[src/verilog/jmc_pkg.sv]
package jmc_pkg;
  // Clock and pause time unit
  localparam int unsigned CLK_PERIOD_NS = 8;
  localparam int unsigned PAUSE_UNIT_NS = 1000000;
  localparam int unsigned CYCLES_PER_MS = (PAUSE_UNIT_NS + CLK_PERIOD_NS - 1) / CLK_PERIOD_NS;
  // Parameter addresses
  localparam logic [15:0] OFS_SLOW_SPEED = 16'h2908;
  localparam logic [15:0] OFS_FAST_SPEED = 16'h290a;
  localparam logic [15:0] OFS_STEP_DIST = 16'h290e;
  localparam logic [15:0] OFS_PAUSE_TIME = 16'h2910;
  // Reset values
  localparam logic [15:0] RST_SLOW_SPEED = 16'h003c;
  localparam logic [15:0] RST_FAST_SPEED = 16'h00b4;
  localparam logic [31:0] RST_STEP_DIST = 32'h00000001;
  localparam logic [15:0] RST_PAUSE_TIME = 16'h01f4;
  localparam logic [2:0] RST_MOVE_REQ = 3'h0;
  // Value ranges
  localparam logic [15:0] SPEED_MIN = 16'h0001;
  localparam logic [15:0] SPEED_MAX = 16'h3390;
  localparam logic [15:0] PAUSE_MIN = 16'h0001;
  localparam logic [15:0] PAUSE_MAX = 16'h7fff;
  localparam logic [15:0] MOVE_REQ_MAX = 16'h0007;
  // Mode select and status bytes
  localparam logic [3:0] MODE_JOG = 4'h1;
  localparam logic [3:0] MODE_HOMING = 4'h2;
  localparam logic [3:0] MODE_PROFILE_POS = 4'h3;
  localparam logic [3:0] MODE_PROFILE_VEL = 4'h4;
  localparam logic [3:0] MODE_SPEED_CTRL = 4'h7;
  localparam logic [2:0] JOG_ACTION = 3'h0;
  localparam int unsigned MSB_ACTION_LO = 4;
  localparam int unsigned MSB_ACTION_HI = 6;
  localparam int unsigned MSB_TOGGLE = 7;
  localparam int unsigned MSTAT_REJECT = 6;
  // Move request bits
  localparam int unsigned REQ_POS = 0;
  localparam int unsigned REQ_NEG = 1;
  localparam int unsigned REQ_FAST = 2;
  // Drive status word bits
  localparam int unsigned DST_INFO = 13;
  localparam int unsigned DST_END = 14;
  localparam int unsigned DST_ERR = 15;
  typedef enum logic [2:0] {ST_IDLE, ST_STEP, ST_PAUSE, ST_CONT, ST_STOP} jmc_seq_state_t;
  typedef enum logic [2:0] {RI_NONE, RI_SLOW, RI_FAST, RI_DIST, RI_PAUSE} jmc_reg_idx_t;
endpackage

[src/verilog/jmc_seq_if.sv]
`timescale 1ns/100ps
`default_nettype none
interface jmc_seq_if;
  logic req_pos;
  logic req_neg;
  logic step_mode;
  logic abort;
  logic pos_reached;
  logic standstill;
  logic tick_ms;
  logic [15:0] pause_ms;
  logic step_start;
  logic run_cont;
  logic dir_neg;
  logic busy;
  modport ctrl (output req_pos, output req_neg, output step_mode, output abort,
    output pos_reached, output standstill, output tick_ms, output pause_ms,
    input step_start, input run_cont, input dir_neg, input busy);
  modport seq (input req_pos, input req_neg, input step_mode, input abort,
    input pos_reached, input standstill, input tick_ms, input pause_ms,
    output step_start, output run_cont, output dir_neg, output busy);
endinterface
`default_nettype wire

[src/verilog/jmc_step_seq.sv]
`timescale 1ns/100ps
`default_nettype none
module jmc_step_seq (
  input wire logic clk,
  input wire logic rst,
  jmc_seq_if.seq sif
);
  jmc_pkg::jmc_seq_state_t state;
  logic [15:0] pause_cnt;
  logic held;
  logic start_ok;

  assign held = sif.dir_neg ? sif.req_neg : sif.req_pos;
  assign start_ok = !sif.abort && (sif.req_pos ^ sif.req_neg);
  assign sif.busy = (state != jmc_pkg::ST_IDLE);
  assign sif.run_cont = (state == jmc_pkg::ST_CONT);

  always_ff @(posedge clk)
  begin
    if (rst)
      state <= jmc_pkg::ST_IDLE;
    else
      case (state)
        jmc_pkg::ST_IDLE:
          if (start_ok)
            state <= sif.step_mode ? jmc_pkg::ST_STEP : jmc_pkg::ST_CONT;
        jmc_pkg::ST_STEP:
          if (sif.abort)
            state <= jmc_pkg::ST_STOP;
          else if (sif.pos_reached)
            state <= held ? jmc_pkg::ST_PAUSE : jmc_pkg::ST_STOP;
        jmc_pkg::ST_PAUSE:
          if (sif.abort || !held)
            state <= jmc_pkg::ST_STOP;
          else if (sif.tick_ms && pause_cnt <= 16'h0001)
            state <= jmc_pkg::ST_CONT;
        jmc_pkg::ST_CONT:
          if (sif.abort || !held)
            state <= jmc_pkg::ST_STOP;
        jmc_pkg::ST_STOP:
          if (sif.standstill)
            state <= jmc_pkg::ST_IDLE;
        default:
          state <= jmc_pkg::ST_IDLE;
      endcase
  end

  always_ff @(posedge clk)
  begin
    if (rst)
      sif.dir_neg <= 1'b0;
    else if (state == jmc_pkg::ST_IDLE && start_ok)
      sif.dir_neg <= sif.req_neg;
  end

  // Pause latched at start, so a change only counts from the next movement
  always_ff @(posedge clk)
  begin
    if (rst)
      pause_cnt <= 16'h0000;
    else if (state == jmc_pkg::ST_IDLE && start_ok)
      pause_cnt <= sif.pause_ms;
    else if (state == jmc_pkg::ST_PAUSE && sif.tick_ms && pause_cnt != 16'h0000)
      pause_cnt <= pause_cnt - 16'h0001;
  end

  always_ff @(posedge clk)
  begin
    if (rst)
      sif.step_start <= 1'b0;
    else
      sif.step_start <= (state == jmc_pkg::ST_IDLE) && start_ok && sif.step_mode;
  end
endmodule
`default_nettype wire

[src/verilog/jmc_top.sv]
// Notes on behaviour
// - Mode byte low nibble picks mode: 1 jog, 2, 3, 4, 7.
// - Mode byte bits 4-6 hold the action code, bit 7 the toggle.
// - Mode byte write activates mode; reference write starts motion.
// - Request bit0 positive, bit1 negative, bit2 fast; range 0-7, immediate.
// - Both directions requested while idle starts nothing.
// - Both directions while moving are ignored; current move continues.
// - Continuous method moves while the direction request stays asserted.
// - Step method: brief request moves one step distance, then stops.
// - Held request: one step, pause time stop, then continuous motion.
// - Discrete inputs give enable, fault clear, reverse and forward jog.
// - Jog ends at standstill after release, zero word, halt/stop or error.
// - Status bit 14 clear while running, set when ended; 15 error; 13 zero.
// - Assigned fast/slow input selects between the two jog speeds.
// - Slow speed 1-13200 rpm, default 60, clamped to ramp limit.
// - Fast speed 1-13200 rpm, default 180, clamped to ramp limit.
// - Step distance 0 to 2147483647, default 1, used from next move.
// - Pause time 1-32767 ms, default 500, used from next move.
// - Mode reject flag set when a request is refused.
`timescale 1ns/100ps
`default_nettype none
module jmc_top #(
  parameter int unsigned CLK_PER_MS = jmc_pkg::CYCLES_PER_MS,
  parameter int unsigned SYNC_BITS = 5
) (
  input wire logic clk,
  input wire logic rst,
  input wire logic param_wr,
  input wire logic param_rd,
  input wire logic [15:0] param_addr,
  input wire logic [31:0] param_wdata,
  output logic [31:0] param_rdata,
  output logic param_ack,
  output logic param_err,
  input wire logic mode_wr,
  input wire logic [7:0] mode_select_byte,
  input wire logic ref_wr,
  input wire logic [15:0] ref_word,
  output logic [7:0] mode_status_byte,
  output logic [15:0] drive_status_word,
  input wire logic power_enable_input,
  input wire logic fault_clear_input,
  input wire logic reverse_jog_input,
  input wire logic forward_jog_input,
  input wire logic fast_slow_input,
  input wire logic use_inputs,
  input wire logic fast_slow_assigned,
  input wire logic step_method,
  input wire logic halt_active,
  input wire logic quick_stop_active,
  input wire logic error_detected,
  input wire logic power_stage_on,
  input wire logic motor_standstill,
  input wire logic position_reached,
  input wire logic [15:0] ramp_speed_limit,
  output logic power_enable_cmd,
  output logic fault_reset_pulse,
  output logic move_step_start,
  output logic move_continuous,
  output logic move_negative,
  output logic [15:0] move_speed,
  output logic [31:0] move_distance
);
  jmc_seq_if sif ();

  logic [15:0] slow_jog_speed;
  logic [15:0] fast_jog_speed;
  logic [31:0] step_distance;
  logic [15:0] step_pause_time;
  logic [2:0] manual_move_request;
  logic [3:0] mode_code;
  logic mode_toggle_flag;
  logic toggle_seen;
  logic mode_reject_flag;
  logic [SYNC_BITS-1:0] pin_raw;
  logic [SYNC_BITS-1:0] sync1;
  logic [SYNC_BITS-1:0] sync2;
  logic [SYNC_BITS-1:0] sync3;
  logic [SYNC_BITS-1:0] pin_f;
  logic [SYNC_BITS-1:0] pin_d;
  logic fresh_mode;
  logic mode_ok;
  logic jog_mode;
  logic fast_sel;
  logic [15:0] speed_sel;
  logic [31:0] prescale;
  logic tick_ms;
  logic [15:0] next_status;

  assign pin_raw = {fast_slow_input, forward_jog_input, reverse_jog_input,
    fault_clear_input, power_enable_input};

  // Pins cross three flops; a change counts when stages two and three agree
  genvar gi;
  generate
    for (gi = 0; gi < SYNC_BITS; gi++)
    begin : g_sync
      always_ff @(posedge clk)
      begin
        if (rst)
        begin
          sync1[gi] <= 1'b0;
          sync2[gi] <= 1'b0;
          sync3[gi] <= 1'b0;
          pin_f[gi] <= 1'b0;
          pin_d[gi] <= 1'b0;
        end
        else
        begin
          sync1[gi] <= pin_raw[gi];
          sync2[gi] <= sync1[gi];
          sync3[gi] <= sync2[gi];
          if (sync2[gi] == sync3[gi])
            pin_f[gi] <= sync3[gi];
          pin_d[gi] <= pin_f[gi];
        end
      end
    end
  endgenerate

  function automatic jmc_pkg::jmc_reg_idx_t reg_decode(input logic [15:0] a);
    case (a)
      jmc_pkg::OFS_SLOW_SPEED: reg_decode = jmc_pkg::RI_SLOW;
      jmc_pkg::OFS_FAST_SPEED: reg_decode = jmc_pkg::RI_FAST;
      jmc_pkg::OFS_STEP_DIST: reg_decode = jmc_pkg::RI_DIST;
      jmc_pkg::OFS_PAUSE_TIME: reg_decode = jmc_pkg::RI_PAUSE;
      default: reg_decode = jmc_pkg::RI_NONE;
    endcase
  endfunction

  function automatic logic speed_in_range(input logic [31:0] v);
    speed_in_range = (v[31:16] == 16'h0000) && (v[15:0] >= jmc_pkg::SPEED_MIN)
      && (v[15:0] <= jmc_pkg::SPEED_MAX);
  endfunction

  // Parameter writes outside the accepted range are refused and leave the value
  always_ff @(posedge clk)
  begin
    if (rst)
    begin
      slow_jog_speed <= jmc_pkg::RST_SLOW_SPEED;
      fast_jog_speed <= jmc_pkg::RST_FAST_SPEED;
      step_distance <= jmc_pkg::RST_STEP_DIST;
      step_pause_time <= jmc_pkg::RST_PAUSE_TIME;
    end
    else if (param_wr)
      case (reg_decode(param_addr))
        jmc_pkg::RI_SLOW:
          if (speed_in_range(param_wdata))
            slow_jog_speed <= param_wdata[15:0];
        jmc_pkg::RI_FAST:
          if (speed_in_range(param_wdata))
            fast_jog_speed <= param_wdata[15:0];
        jmc_pkg::RI_DIST:
          if (!param_wdata[31])
            step_distance <= param_wdata;
        jmc_pkg::RI_PAUSE:
          if (param_wdata[31:16] == 16'h0000 && param_wdata[15:0] >= jmc_pkg::PAUSE_MIN
              && param_wdata[15:0] <= jmc_pkg::PAUSE_MAX)
            step_pause_time <= param_wdata[15:0];
        default:
          slow_jog_speed <= slow_jog_speed;
      endcase
  end

  always_ff @(posedge clk)
  begin
    if (rst)
    begin
      param_ack <= 1'b0;
      param_err <= 1'b0;
      param_rdata <= 32'h00000000;
    end
    else
    begin
      param_ack <= param_wr || param_rd;
      param_err <= 1'b0;
      if (param_rd)
        case (reg_decode(param_addr))
          jmc_pkg::RI_SLOW: param_rdata <= {16'h0000, slow_jog_speed};
          jmc_pkg::RI_FAST: param_rdata <= {16'h0000, fast_jog_speed};
          jmc_pkg::RI_DIST: param_rdata <= step_distance;
          jmc_pkg::RI_PAUSE: param_rdata <= {16'h0000, step_pause_time};
          default:
          begin
            param_rdata <= 32'h00000000;
            param_err <= 1'b1;
          end
        endcase
      else if (param_wr)
        case (reg_decode(param_addr))
          jmc_pkg::RI_SLOW, jmc_pkg::RI_FAST: param_err <= !speed_in_range(param_wdata);
          jmc_pkg::RI_DIST: param_err <= param_wdata[31];
          jmc_pkg::RI_PAUSE: param_err <= (param_wdata[31:16] != 16'h0000)
            || (param_wdata[15:0] < jmc_pkg::PAUSE_MIN)
            || (param_wdata[15:0] > jmc_pkg::PAUSE_MAX);
          default: param_err <= 1'b1;
        endcase
    end
  end

  // First write after reset always counts as fresh
  assign fresh_mode = mode_wr && (!toggle_seen
    || mode_select_byte[jmc_pkg::MSB_TOGGLE] != mode_toggle_flag);

  always_comb
  begin
    case (mode_select_byte[3:0])
      jmc_pkg::MODE_JOG:
        mode_ok = mode_select_byte[jmc_pkg::MSB_ACTION_HI:jmc_pkg::MSB_ACTION_LO]
          == jmc_pkg::JOG_ACTION;
      jmc_pkg::MODE_HOMING, jmc_pkg::MODE_PROFILE_POS, jmc_pkg::MODE_PROFILE_VEL,
      jmc_pkg::MODE_SPEED_CTRL:
        mode_ok = 1'b1;
      default:
        mode_ok = 1'b0;
    endcase
  end

  assign jog_mode = (mode_code == jmc_pkg::MODE_JOG);

  always_ff @(posedge clk)
  begin
    if (rst)
    begin
      mode_toggle_flag <= 1'b0;
      toggle_seen <= 1'b0;
    end
    else if (fresh_mode)
    begin
      mode_toggle_flag <= mode_select_byte[jmc_pkg::MSB_TOGGLE];
      toggle_seen <= 1'b1;
    end
  end

  always_ff @(posedge clk)
  begin
    if (rst)
      mode_code <= 4'h0;
    else if (fresh_mode && mode_ok)
      mode_code <= mode_select_byte[3:0];
  end

  // A fresh mode write arms the mode only; motion waits for a reference write
  always_ff @(posedge clk)
  begin
    if (rst)
      manual_move_request <= jmc_pkg::RST_MOVE_REQ;
    else if (fresh_mode && mode_ok)
      manual_move_request <= jmc_pkg::RST_MOVE_REQ;
    else if (ref_wr && jog_mode && ref_word <= jmc_pkg::MOVE_REQ_MAX)
      manual_move_request <= ref_word[2:0];
  end

  // Refusal sets the flag; a later accepted mode write clears it, set wins
  always_ff @(posedge clk)
  begin
    if (rst)
      mode_reject_flag <= 1'b0;
    else if ((fresh_mode && !mode_ok)
             || (ref_wr && jog_mode && ref_word > jmc_pkg::MOVE_REQ_MAX))
      mode_reject_flag <= 1'b1;
    else if (fresh_mode)
      mode_reject_flag <= 1'b0;
  end

  always_ff @(posedge clk)
  begin
    if (rst)
      mode_status_byte <= 8'h00;
    else
    begin
      mode_status_byte <= 8'h00;
      mode_status_byte[3:0] <= mode_code;
      mode_status_byte[jmc_pkg::MSTAT_REJECT] <= mode_reject_flag;
      mode_status_byte[jmc_pkg::MSB_TOGGLE] <= mode_toggle_flag;
    end
  end

  // Enable follows input edges, fault clear is a pulse on the rising edge
  always_ff @(posedge clk)
  begin
    if (rst)
    begin
      power_enable_cmd <= 1'b0;
      fault_reset_pulse <= 1'b0;
    end
    else
    begin
      if (pin_f[0] && !pin_d[0])
        power_enable_cmd <= 1'b1;
      else if (!pin_f[0] && pin_d[0])
        power_enable_cmd <= 1'b0;
      fault_reset_pulse <= pin_f[1] && !pin_d[1];
    end
  end

  // Request source: discrete inputs or the fieldbus request word
  assign sif.req_pos = use_inputs ? pin_f[3]
    : (jog_mode && manual_move_request[jmc_pkg::REQ_POS]);
  assign sif.req_neg = use_inputs ? pin_f[2]
    : (jog_mode && manual_move_request[jmc_pkg::REQ_NEG]);
  assign sif.step_mode = step_method;
  assign sif.abort = halt_active || quick_stop_active || error_detected
    || !power_stage_on || (!use_inputs && !jog_mode);
  assign sif.pos_reached = position_reached;
  assign sif.standstill = motor_standstill;
  assign sif.tick_ms = tick_ms;
  assign sif.pause_ms = step_pause_time;

  jmc_step_seq u_seq (
    .clk(clk),
    .rst(rst),
    .sif(sif)
  );

  always_ff @(posedge clk)
  begin
    if (rst)
    begin
      prescale <= 32'h00000000;
      tick_ms <= 1'b0;
    end
    else if (prescale >= CLK_PER_MS - 1)
    begin
      prescale <= 32'h00000000;
      tick_ms <= 1'b1;
    end
    else
    begin
      prescale <= prescale + 32'h00000001;
      tick_ms <= 1'b0;
    end
  end

  assign fast_sel = fast_slow_assigned ? pin_f[4]
    : (!use_inputs && manual_move_request[jmc_pkg::REQ_FAST]);
  assign speed_sel = fast_sel ? fast_jog_speed : slow_jog_speed;

  always_ff @(posedge clk)
  begin
    if (rst)
      move_speed <= 16'h0000;
    else if (speed_sel > ramp_speed_limit)
      move_speed <= ramp_speed_limit;
    else
      move_speed <= speed_sel;
  end

  // Distance frozen for the duration of a movement
  always_ff @(posedge clk)
  begin
    if (rst)
      move_distance <= jmc_pkg::RST_STEP_DIST;
    else if (!sif.busy)
      move_distance <= step_distance;
  end

  always_ff @(posedge clk)
  begin
    if (rst)
    begin
      move_step_start <= 1'b0;
      move_continuous <= 1'b0;
      move_negative <= 1'b0;
    end
    else
    begin
      move_step_start <= sif.step_start;
      move_continuous <= sif.run_cont;
      move_negative <= sif.dir_neg;
    end
  end

  always_comb
  begin
    next_status = 16'h0000;
    next_status[jmc_pkg::DST_END] = !sif.busy;
    next_status[jmc_pkg::DST_ERR] = error_detected;
    next_status[jmc_pkg::DST_INFO] = 1'b0;
  end

  always_ff @(posedge clk)
  begin
    if (rst)
      drive_status_word <= 16'h4000;
    else
      drive_status_word <= next_status;
  end
endmodule
`default_nettype wire

[config.mk]
export PLATFORM = sky130hd
export DESIGN_NAME = jmc_top
export DESIGN_NICKNAME = d
export VERILOG_FILES = /design/src/verilog/jmc_pkg.sv /design/src/verilog/jmc_seq_if.sv /design/src/verilog/jmc_step_seq.sv /design/src/verilog/jmc_top.sv
export SDC_FILE = /design/constraint.sdc
export NUM_CORES = 1
export LEC_CHECK = 0
export BUFFER_PORTS_ARGS = -buffer_cell sky130_fd_sc_hd__buf_2
export CAP_MARGIN = 40
export CORE_MARGIN = 8
export CORE_UTILIZATION = 41
export DETAILED_ROUTE_END_ITERATION = 12
export HOLD_SLACK_MARGIN = 0.03
export PLACE_DENSITY_LB_ADDON = 0.2
export REMOVE_ABC_BUFFERS = 1
export SKIP_CTS_REPAIR_TIMING = 1
export SLEW_MARGIN = 20
export SYNTH_ARGS = -nofsm -noshare
export SYNTH_HDL_FRONTEND = slang
export SYNTH_SLANG_ARGS = --single-unit
[constraint.sdc]
create_clock -name clk -period 10.15 [get_ports clk]
set_clock_uncertainty 0.1 [all_clocks]
set_input_delay 1.5225 -clock clk [delete_from_list [all_inputs] [get_ports clk]]
set_output_delay 1.5225 -clock clk [all_outputs]
set_load 0.05 [all_outputs]
==> flow_metrics.tcl, run 1 <==
set metrics [dict create \
    status "completed" \
    grt_pass1_wl_um 47100 \
    place.detailed.instances 1704 \
    holdCritStartpoint "pin_d[1]" \
    maxSlewViolCount 0 \
    globalplace.congestion 0.855 \
    initial_antenna_violation_count 0 \
    clock_buffers_created_by_tritoncts 28 \
    timing.rr.start "manual_move_request[2]" \
    placement.io_buffers 200 \
    setup.worst_path.start_class "primary input" \
    unrepaired_setup_endpoints_after_global_routing "false" \
    area_of_the_core_region_um2 26000 \
    cts-root-buf "sky130_fd_sc_hd__clkbuf_16" \
    timing.fmax_mhz 228 \
    io_pins 219 \
    number_of_global_route_vias_before_repair 8743 \
    timing.setup.critical_path_class "in -> reg" \
    crit_arrival_ns 4.68 \
    postSynth.asyncResetShare_pct 0 \
    yosys_warnings 0 \
    drcViolationCount 0 \
    p_per_area_nw_per_um2 170 \
    finish.net_count 1530 \
    power_leakage_nw 5.31 \
    vdd_ir_drop_max_uv 123 \
    fin_crit_sh_pct 43.3 \
    ys.flop_type "sky130_fd_sc_hd__dfxtp_1" \
    wl_um 30000 \
    timing.hold.ws_ns 0.285 \
    initial_standard_cell_utilization_of_the_core_pct 41.7 \
    global_route.usage.total_pct 18.2 \
    grt_start_max_net_pins 116 \
    worst-path-max-fanout 17 \
    slew_headroom_pct 37.1 \
    finish.cell_count_without_fillers 1756 \
    syn_area_um2 10800 \
    cp-end-kind "flop" \
    die-width_um 179 \
    dr.first_iter.drc_count 567 \
    min-delay-path-class "reg -> reg" \
    route.detailed.vias_per_inst 5.15 \
    synth_edf_count 0 \
    die_y_um 179 \
    syn_avg_cell_area_um2 8.89 \
    std_cell_rows 59 \
    dpl_cell_area_um2 12100 \
    vias 9048 \
    drive_above_1_share_pct 20.6 \
    die-area_um2 31900 \
    syn2layout_area_growth_pct 20.4 \
    ctsHtreeMaxLevel 1 \
    route.detailed.wl_per_inst_um 17.1 \
    cts_sinks 258 \
    grt.overflow.total 0 \
    crit_start "param_addr[12]" \
    timing.setup.tns_ns 0 \
    final-setup-viol-count 0 \
    drt_pre_antenna_iters 4 \
    number_of_synthesized_register_bits 258 \
    crit_required_ns 10.44 \
    seq_area_frac_synth_pct 47.6 \
    final-hold-violation-count 0 \
    clk_latency_ns 0.53 \
    maxCapViolCount 0 \
    syn_inst 1219 \
    fillerInstances 2544 \
    fin_area_um2 13100 \
    synthDistinctLibCells 66 \
    cts_tree "done" \
    ant_nets 0 \
    final.min_clock_period_ns 4.39 \
    tightest_slew_ns 0.931 \
    dp_hpwl_um 21200 \
    clock_path_buffers 3 \
    clk_pin_slew_ns 0.06 \
]
==> layer usage <==
| layer | routed length [um] | vias to the layer above | track usage [%] |
|---|---|---|---|
| met1 | 13500 | 4237 | 24.0 |
| met4 | 378 | 0 | 3.58 |
| met2 | 14200 | 221 | 30.6 |
| li1 | - | 4555 | - |
| met5 | 0 | - | 0 |
| met3 | 1880 | 35 | 3.24 |
==> cells in the mapped netlist (5+ instances only) <==
| master | count | share of area [%] |
|---|---|---|
| sky130_fd_sc_hd__xnor2_1 | 17 | 1.4 |
| sky130_fd_sc_hd__clkbuf_1 | 61 | 2.1 |
| sky130_fd_sc_hd__nor2b_1 | 50 | 2.9 |
| sky130_fd_sc_hd__nand2b_1 | 17 | 0.98 |
| sky130_fd_sc_hd__mux2_2 | 17 | 1.8 |
| sky130_fd_sc_hd__a22oi_1 | 19 | 1.3 |
| sky130_fd_sc_hd__nor3_1 | 8 | 0.37 |
| sky130_fd_sc_hd__nor2_1 | 105 | 3.6 |
| sky130_fd_sc_hd__buf_4 | 18 | 1.2 |
| sky130_fd_sc_hd__nand4_1 | 8 | 0.46 |
| sky130_fd_sc_hd__and3_1 | 11 | 0.63 |
| sky130_fd_sc_hd__nor4_1 | 22 | 1.3 |
| sky130_fd_sc_hd__and4_1 | 5 | 0.40 |
| sky130_fd_sc_hd__nand3_1 | 39 | 1.8 |
| sky130_fd_sc_hd__mux2i_1 | 70 | 6.5 |
| sky130_fd_sc_hd__a211oi_1 | 10 | 0.69 |
| sky130_fd_sc_hd__o21ai_0 | 33 | 1.5 |
| sky130_fd_sc_hd__nand2_1 | 164 | 5.7 |
| sky130_fd_sc_hd__or3_1 | 5 | 0.29 |
| sky130_fd_sc_hd__nor3b_1 | 5 | 0.35 |
| sky130_fd_sc_hd__ha_1 | 20 | 2.3 |
| sky130_fd_sc_hd__dfxtp_1 | 258 | 48 |
| sky130_fd_sc_hd__xor2_1 | 6 | 0.48 |
| sky130_fd_sc_hd__inv_1 | 25 | 0.87 |
| sky130_fd_sc_hd__a21o_1 | 5 | 0.35 |
| sky130_fd_sc_hd__a21oi_1 | 138 | 6.4 |
| sky130_fd_sc_hd__buf_2 | 10 | 0.46 |
| sky130_fd_sc_hd__a311oi_1 | 16 | 1.3 |
==> worst max-delay path: stages <==
cell and delay, ns:
sky130_fd_sc_hd__buf_2 0.09, sky130_fd_sc_hd__or4b_1 0.66, sky130_fd_sc_hd__nor4_1 0.41, sky130_fd_sc_hd__and3_1 0.69, sky130_fd_sc_hd__nand3b_1 0.68, sky130_fd_sc_hd__buf_4 0.44, sky130_fd_sc_hd__nand2_1 0.10, sky130_fd_sc_hd__a21oi_1 0.06
==> worst paths after layout <==
path	end	cells after the start	slack, ns
setup / recovery	step_distance[6]	8	5.76
hold / removal	fault_reset_pulse	1	0.29
setup reg to reg	move_speed[0]	11	6.62
hold reg to reg	fault_reset_pulse	1	0.29
==> layout make-up <==
type / instances / area, um^2 / share of cell area, %
Inverter: 25 / 93.8 / 0.719
Tap cell: 335 / 419 / 3.21
Clock buffer: 38 / 810 / 6.20
Multi-Input combinational cell: 872 / 5210 / 39.9
Clock inverter: 10 / 86.3 / 0.661
Sequential cell: 258 / 5160 / 39.6
Antenna cell: 1 / 2.50 / 0.0192
Timing Repair Buffer: 217 / 1270 / 9.70
==> metrics by stage <==
| stage | power [mW] | setup slack (ns) | utilization [%] |
|---|---|---|---|
| after global routing | 2.30 | 5.57 | 50.2 |
| after detailed placement | 1.25 | 5.19 | 46.5 |
| after global placement | 1.25 | 5.01 | 46.0 |
| final | 2.21 | 5.76 | 50.2 |
| after floorplan | 1.15 | 5.41 | - |
| after CTS | 2.23 | 5.76 | 50.0 |
==> cells in the final DEF (no fill, tap or decap), drive strengths merged, types with 10 or more instances in the layout <==
master and count:
a21oi 138, dfxtp 258, a211oi 10, inv 26, and3 11, nor2b 50
mux2i 70, a22oi 19, a311oi 16, nor2 105, xnor2 17, buf 217
conb 33, nand3 39, clkbuf 38, ha 20, nor4 22, mux2 17
nand2b 17, nand2 164, o21ai 33
==> state kept, by name, indices dropped and copies added (netlist names), 6 cells and up <==
| name | flops |
|---|---|
| move_distance | 31 |
| prescale | 32 |
| u_seq.pause_cnt | 16 |
| param_rdata | 31 |
| slow_jog_speed | 16 |
| move_speed | 16 |
| mode_status_byte | 6 |
| sif.pause_ms | 16 |
| fast_jog_speed | 16 |
| step_distance | 31 |
==> logic make-up after synthesis <==
group                    synth area share [%]
adder cells (fa/ha/maj)                  2.40
flip-flops                               47.6
XOR/XNOR                                 1.86
AND/OR/NAND/NOR                          21.1
AO/OA/AOI/OAI                            13.2
buffers and inverters                    5.56
multiplexers                             8.23
other                                  0.0346
==> report_power, final <==
part	internal (mW)	leakage, nW	total (mW)	switching [mW]
Combinational	0.0513	2.78	0.191	0.139
Sequential	1.03	2.09	1.04	0.00943
Clock	0.581	0.437	0.988	0.407
Total	1.66	5.31	2.21	0.555
No activity file was read; power rests on OpenSTA's default activity.
==> inputs of run 2 (changes only) <==
--- a/config.mk
+++ b/config.mk
@@ -5,6 +5,7 @@
 export SDC_FILE = /design/constraint.sdc
 export NUM_CORES = 1
 export LEC_CHECK = 0
+export ABC_AREA = 1
 export BUFFER_PORTS_ARGS = -buffer_cell sky130_fd_sc_hd__buf_2
 export CAP_MARGIN = 40
 export CORE_MARGIN = 8
==> constraint.sdc (replaced) <==
create_clock -name clk -period 4.05 [get_ports clk]
set_clock_uncertainty 0.1 [all_clocks]
set_input_delay 0.6075 -clock clk [delete_from_list [all_inputs] [get_ports clk]]
set_output_delay 0.6075 -clock clk [all_outputs]
set_load 0.05 [all_outputs]
==> flow_metrics.tcl, run 2 <==
set metrics [dict create \
    power_switching_share_pct 34.5 \
    number_of_global_route_vias_before_repair 10210 \
    crit_chain "nand2_1 -> o21ai_2 -> buf_4 -> mux2_2 -> ha_1 -> nand2_1 -> nor4_1 -> nand2_1 -> nand2_1 -> nand2_1 -> nand2_1 -> nand2_1 -> nor2_1" \
    crit_required_ns 4.43 \
    drive_above_1_share_pct 18.5 \
    fin_crit_sh_pct 76.3 \
    maxCapViolCount 0 \
    die_y_um 184 \
    clk_latency_ns 0.54 \
    final-setup-viol-count 0 \
    final-hold-violation-count 0 \
    vdd_ir_drop_max_uv 381 \
    unrepaired_setup_endpoints_after_global_routing "false" \
    total_switching_power_mw 2.42 \
    crit_arrival_ns 3.47 \
    route.detailed.vias_per_inst 4.88 \
    finish.net_count 1887 \
    synthDistinctLibCells 43 \
    syn_area_um2 11600 \
    die-width_um 184 \
    vias 10514 \
    power.share.sequential_pct 40.4 \
    combinationalPowerShare_pct 24.2 \
    initial_antenna_violation_count 5 \
    utilization_of_the_core_after_routing_pct 49.4 \
    ys.flop_type "sky130_fd_sc_hd__dfxtp_1" \
    critPathMaxStageDelay_ns 0.39 \
    fillerInstances 2824 \
    maxSlewViolCount 0 \
    die-area_um2 33800 \
    setup.worst_path.start_class "flop" \
    ff2ff_path_depth 13 \
    cpMostUsedCell "sky130_fd_sc_hd__nand2_1" \
    area_of_the_core_region_um2 27800 \
    internal-power_mw 4.60 \
    clkPwrFrac_pct 35.4 \
    std_cell_rows 61 \
    finish.cell_count_without_fillers 2155 \
    yosys_warnings 0 \
    grt_pass1_wl_um 51500 \
    timing.fmax_mhz 324 \
    global_route.usage.total_pct 18.4 \
    grt.overflow.total 0 \
    worst_path_max_delay_cell "sky130_fd_sc_hd__mux2_2" \
    clk_pin_slew_ns 0.06 \
    cts-root-buf "sky130_fd_sc_hd__clkbuf_16" \
    ant_nets 0 \
    syn_avg_cell_area_um2 7.36 \
    most_frequent_cells_in_the_layout "285 x sky130_fd_sc_hd__nand2_1, 260 x sky130_fd_sc_hd__nor2_1, 258 x sky130_fd_sc_hd__dfxtp_1" \
    dr.first_iter.drc_count 574 \
    grt_start_max_net_pins 104 \
    place.detailed.instances 2106 \
    synth_edf_count 0 \
    crit_start "manual_move_request[2]" \
    seq_area_frac_synth_pct 44.7 \
    final.min_clock_period_ns 3.09 \
    dp_hpwl_um 22500 \
    power_leakage_nw 6.33 \
    drt_pre_antenna_iters 5 \
    number_of_synthesized_register_bits 258 \
    timing.rr.start "manual_move_request[2]" \
    postSynth.asyncResetShare_pct 0 \
    cts_tree "done" \
    cp-end-kind "flop" \
    synthDominantAreaCellType "sky130_fd_sc_hd__dfxtp_1" \
    min-delay-path-class "in -> reg" \
    io_pins 219 \
    initial_standard_cell_utilization_of_the_core_pct 41.6 \
    p_per_area_nw_per_um2 511 \
    tightest_slew_ns 0.709 \
    number_of_flip_flops_under_the_largest_register_name 32 \
    status "completed" \
    route.detailed.wl_per_inst_um 14.9 \
    placement.io_buffers 200 \
    wl_um 32100 \
    slew_headroom_pct 52.6 \
    synthTopCellsByArea "sky130_fd_sc_hd__dfxtp_1 45%, sky130_fd_sc_hd__nand2_1 9.3%, sky130_fd_sc_hd__nor2_1 8.4%, sky130_fd_sc_hd__nand3_1 5.3%, sky130_fd_sc_hd__inv_1 5.2%" \
    drcViolationCount 0 \
    syn_inst 1569 \
    clock_path_buffers 3 \
    syn2layout_area_growth_pct 18.7 \
    netlist.area_leader.share_pct 44.7 \
    yosys-top-cells-count "285 x sky130_fd_sc_hd__nand2_1, 260 x sky130_fd_sc_hd__nor2_1, 258 x sky130_fd_sc_hd__dfxtp_1" \
    top_register "prescale" \
    clock_buffers_created_by_tritoncts 29 \
    worst-path-max-fanout 21 \
    timing.setup.tns_ns 0 \
    cts_sinks 258 \
    synthMostInstantiatedCell "sky130_fd_sc_hd__nand2_1" \
    timing.setup.critical_path_class "reg -> reg" \
    regToRegEndpoint "move_speed[2]" \
    worst_setup_path_endpoint "move_speed[2]" \
    globalplace.congestion 0.861 \
    ctsHtreeMaxLevel 1 \
    layout_commonest_cell "sky130_fd_sc_hd__nand2_1" \
    r2r_setup_slack_ns 0.96 \
]
run 2: power by group through the flow:
stage / logic, mW / registers (mW) / clock network [mW]
2_1_floorplan: 0.662 / 3.39 / 0
3_3_place_gp: 1.69 / 2.88 / 0
3_5_place_dp: 1.70 / 2.88 / 0
4_1_cts: 1.71 / 2.83 / 2.55
5_1_grt: 1.86 / 2.85 / 2.65
6_report: 1.70 / 2.83 / 2.49
run 2: routing by layer:
metal / vias to the layer above / share of wire [%] / track usage, %
met2: 248 / 47 / 31.1
met3: 47 / 7.0 / 4.98
met5: - / 0.12 / 0
li1: 5384 / - / -
met1: 4829 / 44 / 23.0
met4: 6 / 1.8 / 4.19
run 2: cell type report:
| cell class | instances | area (um^2) | share of cell area [%] |
|---|---|---|---|
| repair buffers | 215 | 1160 | 8.47 |
| inverters | 168 | 631 | 4.60 |
| multi-input cells | 1087 | 5380 | 39.2 |
| diodes | 1 | 2.50 | 0.0182 |
| well taps | 378 | 473 | 3.45 |
| clock inverters | 6 | 40.0 | 0.292 |
| flip-flops and latches | 258 | 5160 | 37.7 |
| clock buffers | 42 | 865 | 6.30 |
run 2: worst max-delay path, delay by kind of cell, from the launching register on:
| family | cells | cell delay, ns |
|---|---|---|
| simple gates | 9 | 1.48 |
| compound gates | 1 | 0.10 |
| fa+ha+maj | 1 | 0.31 |
| flops | 1 | 0.33 |
| mux | 1 | 0.39 |
| buf+inv | 1 | 0.29 |
run 2: metrics by stage:
| stage | instance area (um^2) | setup slack [ns] | hold WS [ns] | power, mW |
|---|---|---|---|---|
| after floorplan | 11200 | 0.105 | 0.273 | 4.05 |
| after global placement | 12800 | 0.565 | 0.278 | 4.57 |
| after detailed placement | 12800 | 0.514 | 0.284 | 4.58 |
| after CTS | 13700 | 0.970 | 0.151 | 7.09 |
| after global routing | 13700 | 0.593 | 0.155 | 7.36 |
| final | 13700 | 0.962 | 0.165 | 7.01 |
run 2: worst min path at each step:
stage / start / endpoint / cells after the start
after floorplan: pin_d[1] / fault_reset_pulse / 1
after global placement: pin_d[1] / fault_reset_pulse / 1
after detailed placement: pin_d[1] / fault_reset_pulse / 1
after CTS: mode_wr / mode_toggle_flag / 2
after global routing: mode_wr / mode_toggle_flag / 2
final: mode_wr / mode_toggle_flag / 2
run 2: kinds of logic (layout without fill, tap and decap cells):
logic type	after synthesis	in the layout	synth area share, %
muxes	11	11	1.06
adders and majority gates	20	20	2.17
and+or+nand+nor	730	730	27.2
xor gates and xnor gates	20	20	1.52
buffers and inverters	256	431	9.80
AOI/OAI and AO/OA	273	273	13.5
other	1	34	0.0325
DFF	258	258	44.7
